$ cat src/an_regs_params.svh
// offsets, field positions and reset values of the partner/next page regs
`ifndef AN_REGS_PARAMS_SVH
`define AN_REGS_PARAMS_SVH

// register indexes; byte address is four times the index
`define IDX_PARTNER_ABILITY    6'h05
`define IDX_AUTONEG_EXPANSION  6'h06
`define IDX_NEXT_PAGE_TRANSMIT 6'h07
`define IDX_PARTNER_NP_RECEIVED 6'h08

// common page word layout
`define PG_NEXT_PAGE   15
`define PG_ACK         14
`define PG_MSG_PAGE    13
`define PG_REMOTE_FLT  13
`define PG_COMPLY_ACK  12
`define PG_TOGGLE      11
`define PG_PAUSE       10
`define PG_CODE_HI     10
`define PG_ABIL_HI     9
`define PG_ABIL_LO     5
`define PG_SEL_HI      4

// partner ability: bit 12 reserved, reads zero
`define ABIL_MASK      16'hefff

// expansion register bits
`define EXP_PD_FAULT   4
`define EXP_NP_ABLE_LP 3
`define EXP_NP_ABLE    2
`define EXP_PAGE_RX    1
`define EXP_AN_ABLE_LP 0

// latched expansion flags: 0 = pd fault, 1 = page rx, 2 = partner an able
`define NUM_STICKY     3

// reset values
`define RST_PAGE       16'h0000
`define RST_NPT_CTRL   3'b010
`define RST_NPT_CODE   11'h001
`define RST_TOGGLE     1'b0

`endif

$ cat src/an_regs_pkg.sv
// types shared by the partner/next page register block
package an_regs_pkg;

  typedef logic [15:0] page_word_t;

  typedef enum logic [2:0] {
    REG_NONE,
    REG_ABILITY,
    REG_EXPANSION,
    REG_NP_TRANSMIT,
    REG_NP_RECEIVED
  } reg_select_t;

endpackage

$ cat src/autoneg_partner_nextpage_regs.sv
// partner ability, expansion and next page registers on classic wishbone
`timescale 1ns/1ps
`include "an_regs_params.svh"

// Behaviour
// - partner ability bit 15 shows partner wants next page exchange
// - partner ability bit 14 shows partner received our link code word
// - partner remote fault copied into ability bit 13, no other action
// - ability bits 4:0 hold partner selector, cleared on restart or reset
// - ability bits 9:5 show partner modes, cleared on restart or reset
// - partner pause field mirrors pause bit of received ability word
// - expansion bit 4 latches parallel detect fault, clears on read/reset
// - expansion bit 3 always equals partner ability bit 15
// - expansion bit 2 is read-only and always one
// - expansion bit 1 latches on any received base or next page, even one arriving with restart, holds until reset
// - expansion bit 0 set only once partner known auto-negotiation able
// - transmit bit 15 written one if more pages follow, resets zero
// - transmit bit 13 selects message page, resets to one
// - transmit bit 12 writable comply flag, resets zero
// - transmit bit 11 read-only toggle, inverse of last sent toggle
// - toggle alternates on each next page sent
// - transmit bits 10:0 hold eleven-bit message or unformatted code
// - received bit 15 shows partner wants more next pages
// - received bit 14 shows partner acknowledge, resets zero
// - received bits 13 and 12 show partner page type and comply
// - received bit 11 partner toggle, bits 10:0 partner code
module autoneg_partner_nextpage_regs
  import an_regs_pkg::*;
(
  input  wire logic        clk_i,
  input  wire logic        rst_i,
  // wishbone classic slave
  input  wire logic        cyc_i,
  input  wire logic        stb_i,
  input  wire logic        we_i,
  input  wire logic [7:0]  adr_i,
  input  wire logic [3:0]  sel_i,
  input  wire logic [31:0] dat_i,
  output logic      [31:0] dat_o,
  output logic             ack_o,
  // auto-negotiation state machine
  input  wire logic        an_restart_i,
  input  wire logic        base_page_rx_i,
  input  wire logic        next_page_rx_i,
  input  wire logic [15:0] rx_word_i,
  input  wire logic        pd_fault_i,
  input  wire logic        partner_not_able_i,
  input  wire logic        next_page_sent_i,
  output logic      [15:0] np_tx_word_o,
  output logic             np_loaded_o
);

  // bus state
  logic        ack_ff;
  logic [31:0] rdata_ff;

  // partner and next page storage
  page_word_t  ability_ff;
  page_word_t  np_rx_ff;
  logic        npt_more_ff;
  logic        npt_msg_ff;
  logic        npt_comply_ff;
  logic [10:0] npt_code_ff;
  logic        toggle_ff;
  logic        loaded_ff;

  // next values
  page_word_t  nxt_ability;
  page_word_t  nxt_np_rx;
  logic        nxt_toggle;
  logic        nxt_loaded;
  logic [31:0] nxt_rdata;

  // decode
  logic        req;
  logic        rd_req;
  logic        wr_req;
  logic [5:0]  reg_idx;
  reg_select_t reg_sel;
  logic        wr_npt;
  logic        wr_npt_lo;
  logic        wr_npt_hi;
  logic        rd_exp;
  logic        base_take;

  // read views
  page_word_t  expansion_view;
  page_word_t  npt_view;
  page_word_t  rd_word;

  // latched expansion flags
  logic [`NUM_STICKY-1:0] sticky_set;
  logic [`NUM_STICKY-1:0] sticky_clr;
  logic [`NUM_STICKY-1:0] sticky_q;

  // reset constants held as typed values so they can be sliced
  localparam logic [10:0] NPT_CODE_RST = `RST_NPT_CODE;
  localparam logic [2:0]  NPT_CTRL_RST = `RST_NPT_CTRL;

  // new request: first cycle of cyc&stb, ack answers in the next
  // ack_ff masks the held strobe so one request is taken once
  assign req     = cyc_i & stb_i & ~ack_ff;
  assign rd_req  = req & ~we_i;
  assign wr_req  = req & we_i;
  assign reg_idx = adr_i[7:2];

  assign reg_sel =
    (reg_idx == `IDX_PARTNER_ABILITY)     ? REG_ABILITY :
    (reg_idx == `IDX_AUTONEG_EXPANSION)   ? REG_EXPANSION :
    (reg_idx == `IDX_NEXT_PAGE_TRANSMIT)  ? REG_NP_TRANSMIT :
    (reg_idx == `IDX_PARTNER_NP_RECEIVED) ? REG_NP_RECEIVED :
    REG_NONE;

  assign wr_npt    = wr_req & (reg_sel == REG_NP_TRANSMIT);
  assign wr_npt_lo = wr_npt & sel_i[0];
  assign wr_npt_hi = wr_npt & sel_i[1];
  assign rd_exp    = rd_req & (reg_sel == REG_EXPANSION);

  // restart discards a base page arriving in the same cycle
  assign base_take = base_page_rx_i & ~an_restart_i;

  // expansion flag sources
  // page rx has no clear source: it only drops on chip reset
  assign sticky_set[0] = pd_fault_i;
  assign sticky_clr[0] = rd_exp;
  assign sticky_set[1] = base_page_rx_i | next_page_rx_i;
  assign sticky_clr[1] = 1'b0;
  assign sticky_set[2] = base_take;
  assign sticky_clr[2] = an_restart_i | partner_not_able_i;

  // one latched flag each for expansion bits 4, 1 and 0
  genvar g;
  generate
    for (g = 0; g < `NUM_STICKY; g = g + 1)
    begin : g_sticky
      sticky_flag u_flag
      (
        .clk_i  (clk_i),
        .rst_i  (rst_i),
        .set_i  (sticky_set[g]),
        .clr_i  (sticky_clr[g]),
        .flag_o (sticky_q[g])
      );
    end
  endgenerate

  // partner ability: whole base word captured, reserved bit masked
  // restart beats a base page landing in the same cycle
  // bits 15,14,13,10,9:5,4:0 copied straight
  always_comb
  begin
    nxt_ability = ability_ff;
    if (an_restart_i)
    begin
      nxt_ability = `RST_PAGE;
    end
    else if (base_page_rx_i)
    begin
      nxt_ability = rx_word_i & `ABIL_MASK;
    end
  end

  // received next page: one word, all fields at once
  always_comb
  begin
    nxt_np_rx = np_rx_ff;
    if (next_page_rx_i)
    begin
      nxt_np_rx = rx_word_i;
    end
  end

  // toggle flips for every page sent, restart starts over
  // no bus path: bit 11 of the transmit view is read-only
  always_comb
  begin
    nxt_toggle = toggle_ff;
    if (an_restart_i)
    begin
      nxt_toggle = `RST_TOGGLE;
    end
    else if (next_page_sent_i)
    begin
      nxt_toggle = ~toggle_ff;
    end
  end

  // page loaded until the machine sends it; a fresh write wins
  always_comb
  begin
    nxt_loaded = loaded_ff;
    // any write marks a page loaded, even with no lane selected
    if (wr_npt)
    begin
      nxt_loaded = 1'b1;
    end
    else if (next_page_sent_i | an_restart_i)
    begin
      nxt_loaded = 1'b0;
    end
  end

  // read views
  always_comb
  begin
    expansion_view                  = 16'h0000;
    expansion_view[`EXP_PD_FAULT]   = sticky_q[0];
    expansion_view[`EXP_NP_ABLE_LP] = ability_ff[`PG_NEXT_PAGE];
    expansion_view[`EXP_NP_ABLE]    = 1'b1;
    expansion_view[`EXP_PAGE_RX]    = sticky_q[1];
    expansion_view[`EXP_AN_ABLE_LP] = sticky_q[2];
  end

  always_comb
  begin
    npt_view                                = 16'h0000;
    npt_view[`PG_NEXT_PAGE]                 = npt_more_ff;
    npt_view[`PG_MSG_PAGE]                  = npt_msg_ff;
    npt_view[`PG_COMPLY_ACK]                = npt_comply_ff;
    npt_view[`PG_TOGGLE]                    = toggle_ff;
    npt_view[`PG_CODE_HI:0]                 = npt_code_ff;
  end

  assign rd_word =
    (reg_sel == REG_ABILITY)     ? ability_ff :
    (reg_sel == REG_EXPANSION)   ? expansion_view :
    (reg_sel == REG_NP_TRANSMIT) ? npt_view :
    (reg_sel == REG_NP_RECEIVED) ? np_rx_ff :
    16'h0000;

  // unmapped reads give zero, upper half always zero
  // the only read side effect is the pd fault clear above
  assign nxt_rdata = rd_req ? {16'h0000, rd_word} : rdata_ff;

  // bus answer
  always_ff @(posedge clk_i)
  begin
    if (rst_i)
    begin
      ack_ff   <= 1'b0;
      rdata_ff <= 32'h0000_0000;
    end
    else
    begin
      ack_ff   <= req;
      rdata_ff <= nxt_rdata;
    end
  end

  // partner ability word
  always_ff @(posedge clk_i)
  begin
    if (rst_i)
    begin
      ability_ff <= `RST_PAGE;
    end
    else
    begin
      ability_ff <= nxt_ability;
    end
  end

  // received next page word; restart leaves the last page readable
  always_ff @(posedge clk_i)
  begin
    if (rst_i)
    begin
      np_rx_ff <= `RST_PAGE;
    end
    else
    begin
      np_rx_ff <= nxt_np_rx;
    end
  end

  // next page transmit low byte: code bits 7:0
  always_ff @(posedge clk_i)
  begin
    if (rst_i)
    begin
      npt_code_ff[7:0] <= NPT_CODE_RST[7:0];
    end
    else if (wr_npt_lo)
    begin
      npt_code_ff[7:0] <= dat_i[7:0];
    end
  end

  // next page transmit high byte: control bits and code bits 10:8
  // lane 1 bits 14 and 11 are dropped: reserved and read-only
  always_ff @(posedge clk_i)
  begin
    if (rst_i)
    begin
      npt_code_ff[10:8] <= NPT_CODE_RST[10:8];
      npt_more_ff       <= NPT_CTRL_RST[2];
      npt_msg_ff        <= NPT_CTRL_RST[1];
      npt_comply_ff     <= NPT_CTRL_RST[0];
    end
    else if (wr_npt_hi)
    begin
      npt_code_ff[10:8] <= dat_i[10:8];
      npt_more_ff       <= dat_i[`PG_NEXT_PAGE];
      npt_msg_ff        <= dat_i[`PG_MSG_PAGE];
      npt_comply_ff     <= dat_i[`PG_COMPLY_ACK];
    end
  end

  // toggle state
  always_ff @(posedge clk_i)
  begin
    if (rst_i)
    begin
      toggle_ff <= `RST_TOGGLE;
    end
    else
    begin
      toggle_ff <= nxt_toggle;
    end
  end

  // page loaded state for the negotiation machine
  always_ff @(posedge clk_i)
  begin
    if (rst_i)
    begin
      loaded_ff <= 1'b0;
    end
    else
    begin
      loaded_ff <= nxt_loaded;
    end
  end

  // outputs straight from registers and their views
  assign dat_o        = rdata_ff;
  assign ack_o        = ack_ff;
  assign np_tx_word_o = npt_view;
  assign np_loaded_o  = loaded_ff;

endmodule // autoneg_partner_nextpage_regs

$ cat src/sticky_flag.sv
// latched status bit: set wins over clear
`timescale 1ns/1ps
module sticky_flag
(
  input  wire logic clk_i,
  input  wire logic rst_i,
  input  wire logic set_i,
  input  wire logic clr_i,
  output logic      flag_o
);

  logic flag_ff;
  logic nxt_flag;

  assign nxt_flag = set_i | (flag_ff & ~clr_i);
  assign flag_o   = flag_ff;

  always_ff @(posedge clk_i)
  begin
    if (rst_i)
    begin
      flag_ff <= 1'b0;
    end
    else
    begin
      flag_ff <= nxt_flag;
    end
  end

endmodule // sticky_flag

$ cat config.mk
export PLATFORM = sky130hd
export DESIGN_NAME = autoneg_partner_nextpage_regs
export DESIGN_NICKNAME = d
export VERILOG_FILES = /design/src/an_regs_pkg.sv /design/src/autoneg_partner_nextpage_regs.sv /design/src/sticky_flag.sv
export VERILOG_INCLUDE_DIRS = /design/src /design/src/src
export SDC_FILE = /design/constraint.sdc
export NUM_CORES = 1
export LEC_CHECK = 0
export ABC_AREA = 0
export BUFFER_PORTS_ARGS = -buffer_cell sky130_fd_sc_hd__buf_2
export CORE_MARGIN = 4
export CORE_UTILIZATION = 45
export CTS_CLUSTER_DIAMETER = 120
export CTS_CLUSTER_SIZE = 25
export DETAILED_ROUTE_END_ITERATION = 12
export PLACE_DENSITY_LB_ADDON = 0.12
export SETUP_SLACK_MARGIN = 0.1
export SYNTH_ARGS = -nofsm -noshare
export SYNTH_HDL_FRONTEND = slang
export SYNTH_SLANG_ARGS = --single-unit
$ cat constraint.sdc
create_clock -name clk_i -period 1.51 [get_ports clk_i]
set_input_delay 0.0755 -clock clk_i [delete_from_list [all_inputs] [get_ports clk_i]]
set_output_delay 0.0755 -clock clk_i [all_outputs]
set_load 0.01 [all_outputs]
## Yosys cells after proc, flatten, opt, wreduce, memory -nomap -nowiden

Cells that the tools add are included.

- Flip-flop bits (word level): 67
- Input bits: 71
- Output and inout bits: 50

- Eq/ne operators: 8
- Bitwise gates (word level): 23
- Mux-type cells: 10
- Reduce and logical (&&, ||, !) cells: 2

Operator list:

| kind | number |
|---|---|
| two-way mux 16 bit | 4 |
| equality test 6 x 3 -> 1 bit, second input constant | 3 |
| two-way mux 3 bit | 4 |
| bitwise AND 1 bit | 11 |
| equality test 3 x 2 -> 1 bit, second input constant | 2 |
| equality test 6 x 4 -> 1 bit, second input constant | 1 |
| NOT 1 bit | 6 |
| OR 1 bit | 6 |
| equality test 3 x 1 -> 1 bit, second input constant | 1 |
| equality test 3 bit, second input constant | 1 |
| two-way mux 1 bit | 2 |
| nonzero test 2 bit | 1 |
| OR reduction 2 bit | 1 |

## Depth between registers and ports, before layout

Gate-level depths: netlist of run 1.

- Word-level depth: 10
- Gate-level depth with buffers: 6
- Mapped depth without buffers: 4

## Hierarchy

From an unflattened synthesis of run 1, not the netlist that was laid out.

- Cells, all modules: 349
- Area, all modules: 3090.5 sq um

Modules (own cells, without submodules):

| module | cells each | area each (sq um) | seq. area each (sq um) | instances |
|---|---|---|---|---|
| autoneg_partner_nextpage_regs | 337 | 2974.1 | 1281.2 | 1 |
| sticky_flag | 4 | 38.8 | 20.0 | 3 |

## Least setup slack after synthesis of run 1

Ideal clock, no wire load.

- Path type: register to register
- From: register ack_ff (netlist: ack_o)
- To: register rdata_ff[13] (netlist: dat_o[13])
- Required time: 1435 ps
- Setup slack: 156 ps
- Stages on the path, launching flop included: 6
- Period minus slack after synthesis: 1354 ps
- Arrival: 1279 ps
- Cells stage by stage: dfxtp_1 -> nand4bb_1 -> clkbuf_1 -> clkbuf_1 -> nand2_1 -> a31oi_1

- Cells in the longest elaborated chain, start to end: 3

Ends and longest elaborated chain:

| element | line | source |
|---|---|---|
| start, declared | autoneg_partner_nextpage_regs.sv:54 | `logic ack_ff;` |
| start signal, assigned | autoneg_partner_nextpage_regs.sv:245 | `ack_ff <= req;` |
| NOT 1 bit | autoneg_partner_nextpage_regs.sv:102 | `assign req = cyc_i & stb_i & ~ack_ff;` |
| bitwise AND 1 bit | autoneg_partner_nextpage_regs.sv:102 |  |
| bitwise AND 1 bit | autoneg_partner_nextpage_regs.sv:103 | `assign rd_req = req & ~we_i;` |
| end signal, assigned | autoneg_partner_nextpage_regs.sv:246 | `rdata_ff <= nxt_rdata;` |
| end, declared | autoneg_partner_nextpage_regs.sv:55 | `logic [31:0] rdata_ff;` |

No other way between the ends.
A chain may end at the register's enable or synchronous reset.

## Worst setup path in the final report of run 1

- From: register ack_ff (netlist: ack_o)
- To: register rdata_ff[2] (netlist: dat_o[2])

The elaborated chain is that of the path after synthesis.

==> metrics.cfg, run 1 <==
[run_status]
status=finished, final reports clean

[routing]
drc_errors=0
ant_nets=0
drt-initial-drc-count=159
routed_wl_um=7850
vias=2630
firstDrtPassIters=4
wire_per_inst_um=15.3
vias_per_cell=5.13

[logic_synthesis]
synth_warnings=0
syn-cell-area_mm2=0.00296
async_reset_ff_share_pct=0
synth_xor_area_share_pct=0.591
synth_top_family_by_area=simple AND/OR/NAND/NOR gates
synth_top_cell_by_area=dfxtp_1
yosysSeqAreaShare_pct=45.3
synthCells=320
synthMuxAreaShare_pct=14.5
synth.avg_cell_area_um2=9.26
yosys.area_share.simple_pct=20.4
yosysUniqueCellTypes=42
ys_ff_latch=67
synth_ff_type=dfxtp_1
synth_fa_ha_area_share_pct=0
synth-compound-area-share_pct=9.37
yosysTopAreaCellShare_pct=45.3
ys_top_cells_by_area=dfxtp_1 (45%), mux2i_1 (15%), nor2_1 (7.2%), buf_4 (5.6%), and3_1 (4.0%)
synth_edf_count=0

[finish]
utilization_pct=61.9
antennaDiodeCount=0
nFillCells=574
fin_area_mm2=0.00396
layout_commonest_cell=buf_2
finish.net_count=502
drive_gt1_share_pct=28.0
most-common-layout-cells=buf_2 (81), dfxtp_1 (67), nor2_1 (57), mux2i_1 (43), dlygate4sd3_1 (31)
area_delta_synth_final_pct=33.4

[clock_tree]
numCtsBuffers=9
cts_tree=yes
cts_max_level=3
clockBufferDepth=2
clock-root-buffer=clkbuf_8
path_clk_slew_ps=70
insertion_delay_ps=330
cts_sinks=67

[timing]
final.setup_skew_ps=5.95
slew_headroom_pct=62.2
min_period_ps=1380
fmax_ghz=0.725
rsz0062_at_grt=yes
worstMarginPinSlew_ps=567
setup_tns_ps=0
hold_viol=0
post-route-period-util_pct=91.4
setup_violations=0
maxSlewViolCount=0

[min_path]
hp-class=input pin to flop
hold_start=rx_word_i[13]
hold_depth=3
min_to=ability_ff[13]

[grt]
grt_pass1_wl_um=12200
grt_pass1_vias=2510
grt_max_degree=34
grt-ovfl-total=0
grtUsageTotal_pct=20.2
antenna_found_initial=0

[place]
place_area_mm2=0.00337
io_buffers=81
dp_hpwl_um=5100
gp_congestion=0.780

[setup_path]
r2r-start=ack_o
rr_worst_depth=5
r2r_slack_ps=130
critPathKind=flop to flop
worstPathArrival_ps=1640
cp-start-kind=flop
crit_fanout=16
rr_endpoint=dat_o[2]
required_ps=1770
end_kind=flop

[pwr]
power.density_mw_per_mm2=939
vdd_drop_max_uv=593
power.leakage_nw=1.95

[floorplanning]
fp.dieArea_mm2=0.00795
ioPinCount=121
core.rowCount=29
die_w_um=89.2
core_region_area_mm2=0.00639
start_util_pct=46.4
die_h_um=89.2

[run]
cap_violations=0

==> worst max-delay path, stage by stage, from the launching register on <==
cell	delay (ps)
dfxtp_1	450
nand4bb_4	200
buf_12	160
nor2_1	50
a211o_2	330
a21oi_1	120
==> routing by layer <==
metal	track usage [%]	wire length, um
met5	0	0
met3	4.33	546
met4	9.74	156
met2	31.1	3580
met1	26.8	3570
==> logic make-up (layout without fill, tap and decap cells) <==
kind of cell | count (synthesis) | in the layout
AO/OA/AOI/OAI | 42 | 42
XOR/XNOR | 2 | 2
buffers and inverters | 47 | 146
flip-flops | 67 | 67
multiplexers | 43 | 43
other | 1 | 17
AND/OR/NAND/NOR | 118 | 119
==> registers in the layout, indices dropped and copies added (netlist names) <==
register                count
dat_o                      16
np_rx_ff                   16
ability_ff                 15
np_tx_word_o               11
g_sticky.u_flag.flag_o      3
ack_o                       1
np_loaded_o                 1
npt_comply_ff               1
npt_more_ff                 1
npt_msg_ff                  1
toggle_ff                   1
==> power by group <==
group / leakage (nW) / switching [W] / total [W] / internal (W)
sequential: 0.546 / 0.0000291 / 0.00185 / 0.00182
clock: 0.0947 / 0.000638 / 0.00145 / 0.000809
combinational: 1.31 / 0.000211 / 0.000418 / 0.000207
==> synthesized netlist by cell type (2+ instances only) <==
library cell / number
a211oi_1: 4
nand4_2: 2
and3_1: 19
nor3_1: 4
nor2_1: 57
buf_2: 3
a21oi_1: 7
clkbuf_1: 16
nand3_1: 9
a31oi_1: 9
a221oi_1: 4
nand2_1: 13
inv_1: 2
and2_0: 2
a22oi_1: 4
mux2i_1: 43
buf_4: 22
dfxtp_1: 67
o21ai_0: 10
==> metrics by stage <==
step / hold slack (ps) / power, W / cells / worst slack, ps
6_report: 10.9 / 0.00371 / 513 / 130
5_1_grt: 10.6 / 0.00387 / 513 / 61.3
4_1_cts: 1.54 / 0.00372 / 509 / 60.7
3_5_place_dp: 297 / 0.00222 / 462 / 58.4
3_3_place_gp: 293 / 0.00222 / 462 / 72.6
2_1_floorplan: 193 / 0.00211 / 336 / 156
==> worst max-delay path by stage <==
| stage | from | endpoint | slack (ps) | cells past startpoint |
|---|---|---|---|---|
| 3_5_place_dp | adr_i[5] | np_tx_word_o[0] | 60 | 6 |
| 5_1_grt | ack_o | dat_o[3] | 60 | 5 |
| 4_1_cts | ack_o | dat_o[3] | 60 | 4 |
| 3_3_place_gp | adr_i[5] | np_tx_word_o[0] | 70 | 6 |
| 2_1_floorplan | ack_o | dat_o[13] | 160 | 5 |
| 6_report | ack_o | dat_o[2] | 130 | 5 |
==> layout make-up <==
| type | count | area, um^2 | area share, % |
|---|---|---|---|
| Multi-Input combinational cell | 223 | 1460 | 36.9 |
| Sequential cell | 67 | 1340 | 33.9 |
| Timing Repair Buffer | 128 | 865 | 21.9 |
| Clock buffer | 14 | 153 | 3.86 |
| Tap cell | 77 | 96.3 | 2.44 |
| Clock inverter | 2 | 35.0 | 0.886 |
| Inverter | 2 | 7.51 | 0.190 |
==> repair_timing <==
item	in CTS	in global routing
setup buffers	0	2
pin swaps	0	3
gates cloned	0	2
hold buffers	31	0
setup endpoints to repair	20	25
resized for setup	2	7
hold endpoints to repair	38	0
Note: power is estimated with default switching activity, not from simulation.
==> run 2, diff against run 1 <==
CORE_UTILIZATION = 48   (was 45)
==> run 2 against run 1 <==
Clock skew about the same. Clock power down 13%. Wire length up 0.89%. Sequential share of layout area about the same. Worst setup slack better by 11 ps. Combinational power up 1%. Utilization up 4.6 points. Sequential power about the same. Global-route usage up 1.8 points. Final cell count up 0.19%. Die area down 5.7%. Critical path type is now input pin to flop. Critical endpoint unchanged.
==> metrics.cfg, run 2 (synthesis results as in run 1) <==
[clock_tree]
postCtsSetupBuffers=0
numCtsBuffers=9
cts_sinks=67
clockBufferDepth=2
cts_tree=yes
path_clk_slew_ps=70
insertion_delay_ps=340
cts_max_level=3
clock-root-buffer=clkbuf_8

[finish]
antennaDiodeCount=0
nFillCells=541
finish.net_count=506
drive_gt1_share_pct=28.7
layout_commonest_cell=buf_2
fin_area_mm2=0.00396
most-common-layout-cells=buf_2 (80), dfxtp_1 (66), nor2_1 (57), mux2i_1 (43), dlygate4sd3_1 (34)
area_delta_synth_final_pct=33.7

[floorplanning]
ioPinCount=121
core.rowCount=28
die_h_um=86.6
die_w_um=86.6
core_region_area_mm2=0.00596
start_util_pct=49.8
fp.dieArea_mm2=0.00750

[setup_path]
crit_fanout=5
r2r_slack_ps=150
end_kind=flop
cp-start-kind=input pin
critPathKind=input pin to flop
worstPathArrival_ps=1650
required_ps=1790

[place]
place_area_mm2=0.00340
pre_cts_ws_ps=37.3
dp_hpwl_um=5270
io_buffers=81
gp_congestion=0.801

[routing]
wire_per_inst_um=15.4
routed_wl_um=7920
vias_per_cell=5.11
vias=2628
firstDrtPassIters=4
drc_errors=0
ant_nets=0
drt-initial-drc-count=135

[grt]
antenna_found_initial=0
grt_max_degree=34
grtUsageTotal_pct=22.0
grt_pass1_wl_um=12500
grt_pass1_vias=2556
grt-ovfl-total=0

[min_path]
hp-class=input pin to flop

[timing]
post-route-period-util_pct=90.7
min_period_ps=1370
fmax_ghz=0.730
hold_viol=0
setup_violations=0
hold_slack_ps=16.3
slew_headroom_pct=63.0
final.setup_skew_ps=6.04
setup_tns_ps=0
maxSlewViolCount=0
worstMarginPinSlew_ps=555
setup_ws_ps=141
rsz0062_at_grt=no

[run]
cap_violations=0

[pwr]
power.total_w=0.00354
power.leakage_nw=1.94
power.density_mw_per_mm2=893
vdd_drop_max_uv=658

[run_status]
status=finished, final reports clean

run 2: final timing paths:
| kind | from | endpoint | cells past startpoint |
|---|---|---|---|
| hold reg to reg | dat_o[12] | dat_o[12] | 2 |
| setup / recovery | stb_i | dat_o[2] | 7 |
| setup reg to reg | ack_o | np_tx_word_o[5] | 5 |
| hold / removal | partner_not_able_i | g_sticky[2].u_flag.flag_o | 4 |
run 2: layer usage:
metal	track usage, %	part of all wire, %
met1	27.6	44
met2	34.8	47
met3	7.51	8.2
met4	8.50	0.81
met5	0	0
run 2: worst max-delay path, cell delays in order:
cell and delay (ps):
dlygate4sd3_1 540, buf_4 140, nor4bb_4 290, buf_6 160, nor2_1 40, a211o_2 300, a21oi_1 100
run 2: area by class of cell:
cell class              instances  area [um^2]  share of cell area (%)
multi-input cells             222         1450                    36.6
flip-flops and latches         67         1340                    33.9
repair buffers                133          907                    22.9
clock buffers                  12          145                    3.66
well taps                      75         93.8                    2.37
clock inverters                 3         15.0                   0.379
inverters                       2         7.51                   0.189
run 2: what timing repair did:
item                       4_1_cts  5_1_grt
pin swaps                        0        1
setup endpoints to repair       16       27
resized for setup                2       11
hold buffers                    34        0
hold endpoints to repair        44        0
run 2: metrics by stage:
step | util [%] | std cells
2_1_floorplan | - | 336
3_3_place_gp | 57.0 | 465
3_5_place_dp | 57.0 | 465
4_1_cts | 65.5 | 514
5_1_grt | 66.5 | 514
6_report | 66.5 | 514
run 2: power by group:
group          leakage (nW)  internal (W)  switching, W
Combinational          1.31      0.000211      0.000211
Clock                0.0860      0.000624      0.000640
Sequential            0.547       0.00182     0.0000302
Total                  1.94       0.00266      0.000881
